[src/inc/aux_pin_pkg.sv]
/*
  shared constants, types and helpers of the auxiliary pin function block.
  assumes a 16-bit register port with addresses as printed for the device.
*/
`default_nettype none
package aux_pin_pkg;

  localparam int unsigned NUM_PINS = 5;
  localparam int unsigned PIN_A    = 0;
  localparam int unsigned PIN_B    = 1;
  localparam int unsigned PIN_C    = 2;
  localparam int unsigned PIN_D    = 3;
  localparam int unsigned PIN_E    = 4;

  localparam logic [15:0] ADDR_STATUS       = 16'h6002;
  localparam logic [15:0] ADDR_FUNC_SELECT  = 16'h6004;
  localparam logic [15:0] FUNC_SELECT_RESET = 16'h0000;

  localparam int unsigned FN_FIELD_W     = 2;
  localparam int unsigned VALUE_LSB      = 11;
  localparam int unsigned RESERVED_BIT   = 10;
  localparam int unsigned STAT_LEVEL_LSB = 11;
  localparam int unsigned STAT_LEVELS    = 4;
  localparam int unsigned STAT_FAIL_BIT  = 0;
  localparam int unsigned STAT_CFGER_BIT = 1;
  localparam int unsigned STAT_MASTER_BIT = 2;

  typedef enum logic [1:0] {
    FN_INPUT  = 2'h0,
    FN_OUTPUT = 2'h1,
    FN_ALT1   = 2'h2,
    FN_ALT2   = 2'h3
  } fn_code_t;

  typedef struct packed {
    logic [15:0] addr;
    logic [15:0] wdata;
    logic        wr;
    logic        rd;
  } bus_req_t;

  typedef struct packed {
    logic [NUM_PINS-1:0] out;
    logic [NUM_PINS-1:0] oe;
  } pin_drive_t;

  function automatic fn_code_t pin_fn(input logic [15:0] sel,
                                      input int unsigned pin);
    logic [1:0] f;
    f = sel[pin*FN_FIELD_W +: FN_FIELD_W];
    return fn_code_t'(f);
  endfunction

  function automatic logic pin_value(input logic [15:0] sel,
                                     input int unsigned pin);
    return sel[VALUE_LSB + pin];
  endfunction

endpackage
`default_nettype wire

[src/rtl/aux_level_sampler.sv]
/*
  samples the auxiliary pad levels once per clock for status reads.
  assumes pad inputs are synchronous to sys_clk.
*/
`timescale 1ns/100ps
`default_nettype none
module aux_level_sampler
  import aux_pin_pkg::*;
(
  input  wire logic                          sys_clk,
  input  wire logic                          nrst,
  input  wire logic [aux_pin_pkg::NUM_PINS-1:0] pin_in,
  output logic [aux_pin_pkg::NUM_PINS-1:0]   level
);
  import aux_pin_pkg::*;

  typedef struct packed {
    logic [NUM_PINS-1:0] level;
  } sampler_state_t;

  sampler_state_t s_q;
  sampler_state_t s_d;

  always_comb
  begin
    s_d       = s_q;
    s_d.level = pin_in;
  end

  // levels are undefined after reset by contract; zero keeps sims clean
  always_ff @(posedge sys_clk)
  begin
    if (!nrst)
      s_q <= '0;
    else
      s_q <= s_d;
  end

  assign level = s_q.level;

endmodule // aux_level_sampler
`default_nettype wire

[src/rtl/aux_pin_drive.sv]
/*
  per-pin output selector: picks drive level and enable from the function code.
  assumes the caller registers the result before it reaches the pad.
*/
`timescale 1ns/100ps
`default_nettype none
module aux_pin_drive
  import aux_pin_pkg::*;
(
  input  wire aux_pin_pkg::fn_code_t fn,
  input  wire logic                  value,
  input  wire logic                  alt1_out,
  input  wire logic                  alt1_oe,
  input  wire logic                  alt2_out,
  input  wire logic                  alt2_oe,
  output logic                       out,
  output logic                       oe
);
  import aux_pin_pkg::*;

  always_comb
  begin
    out = 1'b0;
    oe  = 1'b0;
    case (fn)
      FN_INPUT:
      begin
        out = 1'b0;
        oe  = 1'b0;
      end
      FN_OUTPUT:
      begin
        out = value;
        oe  = 1'b1;
      end
      FN_ALT1:
      begin
        out = alt1_out;
        oe  = alt1_oe;
      end
      FN_ALT2:
      begin
        out = alt2_out;
        oe  = alt2_oe;
      end
      default:
      begin
        out = 1'b0;
        oe  = 1'b0;
      end
    endcase
  end

endmodule // aux_pin_drive
`default_nettype wire

[src/rtl/aux_pin_function_select.sv]
/*
  function selection for five auxiliary multi-function pins, with the
  software register that picks each role and the levels for output mode.
  assumes a one-clock register port, an external message-channel
  controller, an external time-stamp clock recovery engine, and the clock
  master / alternate settings coming from the bus type register elsewhere.
*/
// Design decision made here: the strobed register port.
// Contract
// - select register resets to zero: all pins inputs, output levels low.
// - five two-bit select fields, pin a at bits 1:0 up to pin e at 9:8.
// - code 00 makes a pin an input, 01 a programmable output.
// - bits 11..15 give levels for pins a..e, used only under code 01.
// - pin a code 11: drive low as clock master, else clock-fail input.
// - pin b code 10: message line; receive out on d, transmit from c.
// - pin b code 11: network clock input for time-stamp logic.
// - pin c code 10: message channel transmit data input.
// - pin c code 11: enable output while valid time-stamp bit goes on d.
// - pin d code 10: drives message channel receive data.
// - pin d code 11: drives serial time-stamp data.
// - pin e code 10: drives message channel clock.
// - status bits 11..14 show live levels of pins a..d.
// - alternate master takes over clocks only while clock-fail is high.
`timescale 1ns/100ps
`default_nettype none
module aux_pin_function_select
  import aux_pin_pkg::*;
(
  input  wire logic                             sys_clk,
  input  wire logic                             nrst,
  input  wire aux_pin_pkg::bus_req_t            bus,
  output logic [15:0]                           rdata,
  input  wire logic [aux_pin_pkg::NUM_PINS-1:0] aux_pin_in,
  output logic [aux_pin_pkg::NUM_PINS-1:0]      aux_pin_out,
  output logic [aux_pin_pkg::NUM_PINS-1:0]      aux_pin_oe,
  input  wire logic                             tdm_clock_master,
  input  wire logic                             alternate_clock_master,
  output logic                                  clock_fail_status,
  output logic                                  clock_master_active,
  input  wire logic                             msg_channel_io_drive,
  input  wire logic                             msg_channel_io_drive_en,
  output logic                                  msg_channel_io_level,
  output logic                                  msg_channel_tx_in,
  input  wire logic                             msg_channel_rx_out,
  input  wire logic                             msg_channel_clock_out,
  output logic                                  network_clock_in,
  input  wire logic                             timestamp_valid_out,
  input  wire logic                             timestamp_data
);
  import aux_pin_pkg::*;

  typedef struct packed {
    logic [15:0]         sel;
    logic [15:0]         rdata;
    pin_drive_t          pins;
    logic                clk_fail;
    logic                master;
    logic                msg_level;
    logic                msg_tx;
    logic                net_clk;
  } top_state_t;

  localparam top_state_t STATE_RESET = '{
    sel:      FUNC_SELECT_RESET,
    rdata:    16'h0000,
    pins:     '0,
    clk_fail:  1'b0,
    master:    1'b0,
    msg_level: 1'b0,
    msg_tx:    1'b0,
    net_clk:  1'b0
  };

  top_state_t s_q;
  top_state_t s_d;

  fn_code_t            fn_a;
  fn_code_t            fn_b;
  fn_code_t            fn_c;
  fn_code_t            fn_d;
  fn_code_t            fn_e;
  logic [NUM_PINS-1:0] alt1_out;
  logic [NUM_PINS-1:0] alt1_oe;
  logic [NUM_PINS-1:0] alt2_out;
  logic [NUM_PINS-1:0] alt2_oe;
  pin_drive_t          drive;
  logic [NUM_PINS-1:0] level;
  logic                cfg_error;
  logic [15:0]         status_word;

  // field decode of the select register
  always_comb
  begin
    fn_a = pin_fn(s_q.sel, PIN_A);
    fn_b = pin_fn(s_q.sel, PIN_B);
    fn_c = pin_fn(s_q.sel, PIN_C);
    fn_d = pin_fn(s_q.sel, PIN_D);
    fn_e = pin_fn(s_q.sel, PIN_E);
  end

  // alternate-function drive sources per pin; any oe low leaves the pad
  // floating so the far end or a pull resistor sets the level
  always_comb
  begin
    alt1_out = '0;
    alt1_oe  = '0;
    alt2_out = '0;
    alt2_oe  = '0;
    // pin a: code 10 unused, stays undriven; code 11 pulls low as master
    alt2_out[PIN_A] = 1'b0;
    alt2_oe[PIN_A]  = tdm_clock_master;
    // pin b: shared message line, controller owns its direction
    alt1_out[PIN_B] = msg_channel_io_drive;
    alt1_oe[PIN_B]  = msg_channel_io_drive_en;
    alt2_oe[PIN_B]  = 1'b0;
    // pin c: transmit data in, or time-stamp enable out
    alt1_oe[PIN_C]  = 1'b0;
    alt2_out[PIN_C] = timestamp_valid_out;
    alt2_oe[PIN_C]  = 1'b1;
    // pin d: receive data out, or serial time-stamp data out
    alt1_out[PIN_D] = msg_channel_rx_out;
    alt1_oe[PIN_D]  = 1'b1;
    alt2_out[PIN_D] = timestamp_data;
    alt2_oe[PIN_D]  = 1'b1;
    // pin e: message clock out; code 11 unused, stays undriven
    alt1_out[PIN_E] = msg_channel_clock_out;
    alt1_oe[PIN_E]  = 1'b1;
    alt2_oe[PIN_E]  = 1'b0;
  end

  genvar gp;
  generate
    for (gp = 0; gp < NUM_PINS; gp++)
    begin : g_pin
      aux_pin_drive u_drive (
        .fn       (pin_fn(s_q.sel, gp)),
        .value    (pin_value(s_q.sel, gp)),
        .alt1_out (alt1_out[gp]),
        .alt1_oe  (alt1_oe[gp]),
        .alt2_out (alt2_out[gp]),
        .alt2_oe  (alt2_oe[gp]),
        .out      (drive.out[gp]),
        .oe       (drive.oe[gp])
      );
    end
  endgenerate

  aux_level_sampler u_levels (
    .sys_clk (sys_clk),
    .nrst    (nrst),
    .pin_in  (aux_pin_in),
    .level   (level)
  );

  // flags a select value software should never program
  always_comb
  begin
    cfg_error = (fn_a == FN_ALT1) || (fn_e == FN_ALT2)
              || s_q.sel[RESERVED_BIT];
  end

  always_comb
  begin
    status_word = 16'h0000;
    status_word[STAT_LEVEL_LSB +: STAT_LEVELS] =
      level[STAT_LEVELS-1:0];
    status_word[STAT_FAIL_BIT]   = s_q.clk_fail;
    status_word[STAT_CFGER_BIT]  = cfg_error;
    status_word[STAT_MASTER_BIT] = s_q.master;
  end

  always_comb
  begin
    s_d = s_q;

    // register port: write stores the whole word, bit 10 included
    if (bus.wr && (bus.addr == ADDR_FUNC_SELECT))
      s_d.sel = bus.wdata;

    // read data stands only in the cycle after the strobe
    s_d.rdata = 16'h0000;
    if (bus.rd)
    begin
      case (bus.addr)
        ADDR_FUNC_SELECT: s_d.rdata = s_q.sel;
        ADDR_STATUS:      s_d.rdata = status_word;
        default:          s_d.rdata = 16'h0000;
      endcase
    end

    // pad drive registered so pads change only on clock edges
    s_d.pins = drive;

    // clock-fail line is only meaningful in its own mode; while we are
    // master we pull it low ourselves, so its level reads back as no-fail
    s_d.clk_fail = (fn_a == FN_ALT2) && aux_pin_in[PIN_A];

    // alternate master takes over only while the fail status is high
    s_d.master = tdm_clock_master
               || (alternate_clock_master && (fn_a == FN_ALT2)
                   && s_q.clk_fail);

    // inbound pad levels routed to their consumers only in their mode
    s_d.msg_level = (fn_b == FN_ALT1) && aux_pin_in[PIN_B];
    s_d.msg_tx    = (fn_c == FN_ALT1) && aux_pin_in[PIN_C];
    s_d.net_clk  = (fn_b == FN_ALT2) && aux_pin_in[PIN_B];
  end

  always_ff @(posedge sys_clk)
  begin
    if (!nrst)
      s_q <= STATE_RESET;
    else
      s_q <= s_d;
  end

  assign rdata                = s_q.rdata;
  assign aux_pin_out          = s_q.pins.out;
  assign aux_pin_oe           = s_q.pins.oe;
  assign clock_fail_status    = s_q.clk_fail;
  assign clock_master_active  = s_q.master;
  assign msg_channel_io_level = s_q.msg_level;
  assign msg_channel_tx_in    = s_q.msg_tx;
  assign network_clock_in     = s_q.net_clk;

endmodule // aux_pin_function_select
`default_nettype wire
[config.mk]
export PLATFORM = sky130hd
export DESIGN_NAME = aux_pin_function_select
export DESIGN_NICKNAME = d
export VERILOG_FILES = /design/src/inc/aux_pin_pkg.sv /design/src/rtl/aux_level_sampler.sv /design/src/rtl/aux_pin_drive.sv /design/src/rtl/aux_pin_function_select.sv
export SDC_FILE = /design/constraint.sdc
export NUM_CORES = 1
export LEC_CHECK = 0
export BUFFER_PORTS_ARGS = -buffer_cell sky130_fd_sc_hd__buf_2
export CAP_MARGIN = 20
export CORE_MARGIN = 10
export CORE_UTILIZATION = 44
export CTS_CLUSTER_SIZE = 25
export DETAILED_ROUTE_END_ITERATION = 8
export GPL_ROUTABILITY_DRIVEN = 1
export PLACE_DENSITY = 0.8
export SYNTH_ARGS = -nofsm -noshare
export SYNTH_HDL_FRONTEND = slang
export SYNTH_HIERARCHICAL = 1
export SYNTH_SLANG_ARGS = --single-unit
[constraint.sdc]
create_clock -name sys_clk -period 1.9 [get_ports sys_clk]
set_clock_uncertainty 0.05 [all_clocks]
set_input_delay 0.285 -clock sys_clk [delete_from_list [all_inputs] [get_ports sys_clk]]
set_output_delay 0.285 -clock sys_clk [all_outputs]
set_load 0.03 [all_outputs]
# After elaboration in Yosys (flattened, before gate mapping)
# Cells that the tools add are included.
word_totals:
  latch_bits: 0
  mem_count: 0
  register_bits: 51
  mem_bits_rw: 0
  mem_bits_ro: 0
  wordCells: 62
classes:
  bitwise_logic: 0
  order_cmp: 0
  add_sub_neg: 0
  n_eq_ne: 17
  shift: 0
  n_reduce_logical: 24
  mul: 0
  muxes: 11
  div: 0
ops:
  columns: ["operator", "n"]
  rows:
  - ["$eq 16x15->1 const B", 2]
  - ["$pmux 16 s2", 1]
  - ["$eq 2x2->1 const B", 10]
  - ["$pmux 1 s3", 5]
  - ["$reduce_or 2->1", 6]
  - ["$eq 2x1->1 const B", 5]
  - ["$logic_not 2->1", 5]
  - ["$pmux 1 s2", 4]
  - ["$logic_and 1x1->1", 7]
  - ["$reduce_or 3->1", 2]
  - ["$pmux 1 s4", 1]
  - ["$logic_or 1x1->1", 3]
  - ["$reduce_and 2->1", 1]

# Logic depth before layout (Yosys ltp)
depth:
  depth_word: 4
  ltp_mapped: 5
  mapped_depth_nobuf: 4

# Cells and area by module
# The synthesis kept the hierarchy.
by_module_without_submodules:
  columns: ["mod", "cells_per_inst", "area_per_inst_um2", "n_inst", "seq_area_each_um2"]
  rows:
  - ["aux_pin_function_select", 182, 1821.7, 1, 940.9]
  - ["aux_pin_drive", 6, 38.8, 5, 0.0]
  - ["aux_level_sampler", 10, 131.4, 1, 100.1]

# Least setup slack after synthesis
# No wires, ideal clock.
synth_timing:
  path_kind: "input to register"
  start: "input bus[18] (netlist bit)"
  end: "register s_q (netlist bit fn_c[1])"
  setup_slack_ns: -0.032
  arrival_ns: 1.762
  path_stages: 5
  cell_sequence: "or4_1 nor4_4 nand2_4 buf_6 mux2i_1"
synth_between:
  elab_chain_cells: 2
synth_lines:
  columns: ["element", "line", "text"]
  rows:
  - ["from (decl)", "aux_pin_function_select.sv:31", "input wire aux_pin_pkg::bus_req_t bus,"]
  - ["$eq 16x15->1", "aux_pin_function_select.sv:177", "if (bus.wr && (bus.addr == ADDR_FUNC_SELECT))"]
  - ["$logic_and 1x1->1", "aux_pin_function_select.sv:177", null]
  - ["to (signal assigned)", "aux_pin_function_select.sv:212", "s_q <= STATE_RESET;"]
  - ["to (signal assigned)", "aux_pin_function_select.sv:214", "s_q <= s_d;"]
  - ["to (decl)", "aux_pin_function_select.sv:74", "top_state_t s_q;"]
# No other way between the ends.
# A chain may end at the register's enable or synchronous reset.

# Worst setup path after layout
layout_timing:
  start: "input bus[18] (netlist bit)"
  end: "register s_q (netlist bit fn_b[1])"
# Same word-level chain as after synthesis.

==> results.yml <==
worst_setup_path:
  start_kind: "input pin"
  critical_path_class: "input pin to flip-flop"
  critPathTopFamily: "simple AND/OR/NAND/NOR gates"
  regToRegStartpoint: "fn_a[0]$_SDFFE_PN0P_"
  end_kind: "flip-flop"
  r2r_end: "rdata[1]$_SDFF_PN0_"
  crit_chain: "buf_2, or4_4, nor4_4, nand2_4, mux2i_1"
  cpPeakStageDelay_ps: 550
  critPathArrivalTime_ps: 1790
  path_buf_inv: 1
  critPathRequiredTime_ps: 2030
  crit_fanout: 16
  r2r_cells: 4
  slowest_stage: "or4_4"
  reg2reg_slack_ps: 580
place:
  io_buffer_count: 78
  place_congestion: 0.795
  dp_hpwl_mm: 3.57
  placed_area_mm2: 0.00245
drt:
  initialDrtViolationCount: 39
  vias: 1614
  drtPass1Iterations: 4
  via_per_inst: 4.69
  drc_errors: 0
  routed_wl_mm: 4.59
  final_antenna_net_count: 0
  post_drt_wl_per_cell_um: 13.3
pwr:
  swShare: 0.209
  switching_power_mw: 0.385
  power_frac_comb: 0.054
  power_mw: 1.84
  seqPwrFrac: 0.584
  peakVddDrop_uv: 308
  p_int_mw: 1.46
  p_leak_nw: 1.30
  p_clk_frac: 0.362
  cellPowerDensity_mw_per_mm2: 721
sta:
  finalHoldViolCount: 0
  fmax_mhz: 602
  rsz0062_at_grt: "no"
  setup_tns_ps: 0
  min_period_over_period: 0.874
  period_minus_slack_ps: 1660
  slew_violations: 0
  setup_viol: 0
cts:
  cts_resized: 0
  postCtsHoldBufs: 0
  clk_pin_slew_worst_paths_ps: 90
  cts_made_buffers: 5
  cts_tree: "done"
  htree_levels: 2
  cts_root_buf: "clkbuf_8"
  cts_num_sinks: 51
  postCtsSetupRepairBufs: 0
  clockBufferDepth: 2
  clock_latency_ps: 290
final_layout:
  syn_to_final_growth_pct: 20.4
  fin_nets: 338
  layout_common_cells: "78 x buf_2, 51 x dfxtp_1, 38 x nand2_1"
  diodes: 0
  final_common_cell: "buf_2"
  drive_gt1_frac: 0.334
  final_cell_area_mm2: 0.00255
  utilization: 0.544
worst_hold_path:
  whs_path_depth: 2
  hold_path.class: "input pin to flip-flop"
  hold_end: "u_levels/level[3]$_SDFF_PN0_"
  hp-start: "aux_pin_in[3]"
yosys:
  synth_cells: 220
  netlist_area_mm2: 0.00212
  ys_warn_count: 6
  syn_area_per_cell_um2: 9.64
floorplan:
  die_area_mm2: 0.00800
  io_pins: 80
  std_cell_rows: 25
  initial_utilization: 0.452
  coreArea_mm2: 0.00469
  die_w_um: 89.4
  die_h_um: 89.4
flow_run:
  cap_viol_max_count: 0
global_routing:
  overflow: 0
  grt_use_total: 0.116
  grt_pass1_vias: 1623
  grt_antenna_before_repair: 0
  grt_max_degree: 51
  grt_pass1_wl_mm: 7.23
run_status:
  status: "complete, no violations"
worst max path at each step:
stage,depth (start not counted),endpoint,from
global route,5,fn_a[0]$_SDFFE_PN0P_,bus[18]
CTS,5,fn_b[1]$_SDFFE_PN0P_,bus[18]
detailed placement,5,fn_b[1]$_SDFFE_PN0P_,bus[18]
finish,5,fn_b[1]$_SDFFE_PN0P_,bus[18]
global placement,5,s_q[43]$_SDFFE_PN0P_,bus[18]
floorplan,5,fn_c[1]$_SDFFE_PN0P_,bus[18]
per-layer routing:
metal / share of wire / global-route usage / vias up
met4: 0.024 / 0.0376 / 0
met1: 0.40 / 0.122 / 719
met2: 0.50 / 0.209 / 51
met5: 0 / 0 / -
li1: - / - / 833
met3: 0.075 / 0.0428 / 11
sequential cells by signal, indices dropped and copies added (netlist names), 2 cells and up:
register,cells
fn_e,2
s_q,6
fn_a,2
fn_c,2
rdata,16
fn_b,2
u_levels/level,4
fn_d,2
aux_pin_oe,5
aux_pin_out,5
power by group through the flow:
stage | registers, mW | clock network, mW | logic, mW
3_5_place_dp | 1.10 | 0 | 0.0977
2_1_floorplan | 1.10 | 0 | 0.0393
5_1_grt | 1.08 | 0.733 | 0.111
6_report | 1.07 | 0.667 | 0.0988
4_1_cts | 1.07 | 0.690 | 0.0981
3_3_place_gp | 1.10 | 0 | 0.0954
layout make-up:
class                           instances  area [µm²]
Clock inverter                          1        7.51
Multi-Input combinational cell        141         893
Inverter                                7        26.3
Timing Repair Buffer                   83         440
Clock buffer                            7        96.3
Fill cell                             435        2140
Sequential cell                        51        1020
Tap cell                               54        67.6
worst register-to-register path: stages, from the launching register on:
cell	delay, ps
dfxtp_1	500
inv_1	80
a221o_1	350
a22oi_1	180
nor2_1	60
per-stage QoR:
step	instances	hold slack, ps	setup WS [ps]
floorplan	231	357	-23.0
detailed placement	336	405	-86.6
global route	344	143	170
CTS	344	128	237
global placement	336	405	-42.4
finish	344	138	240
Note: power is estimated with default switching activity, not from simulation.
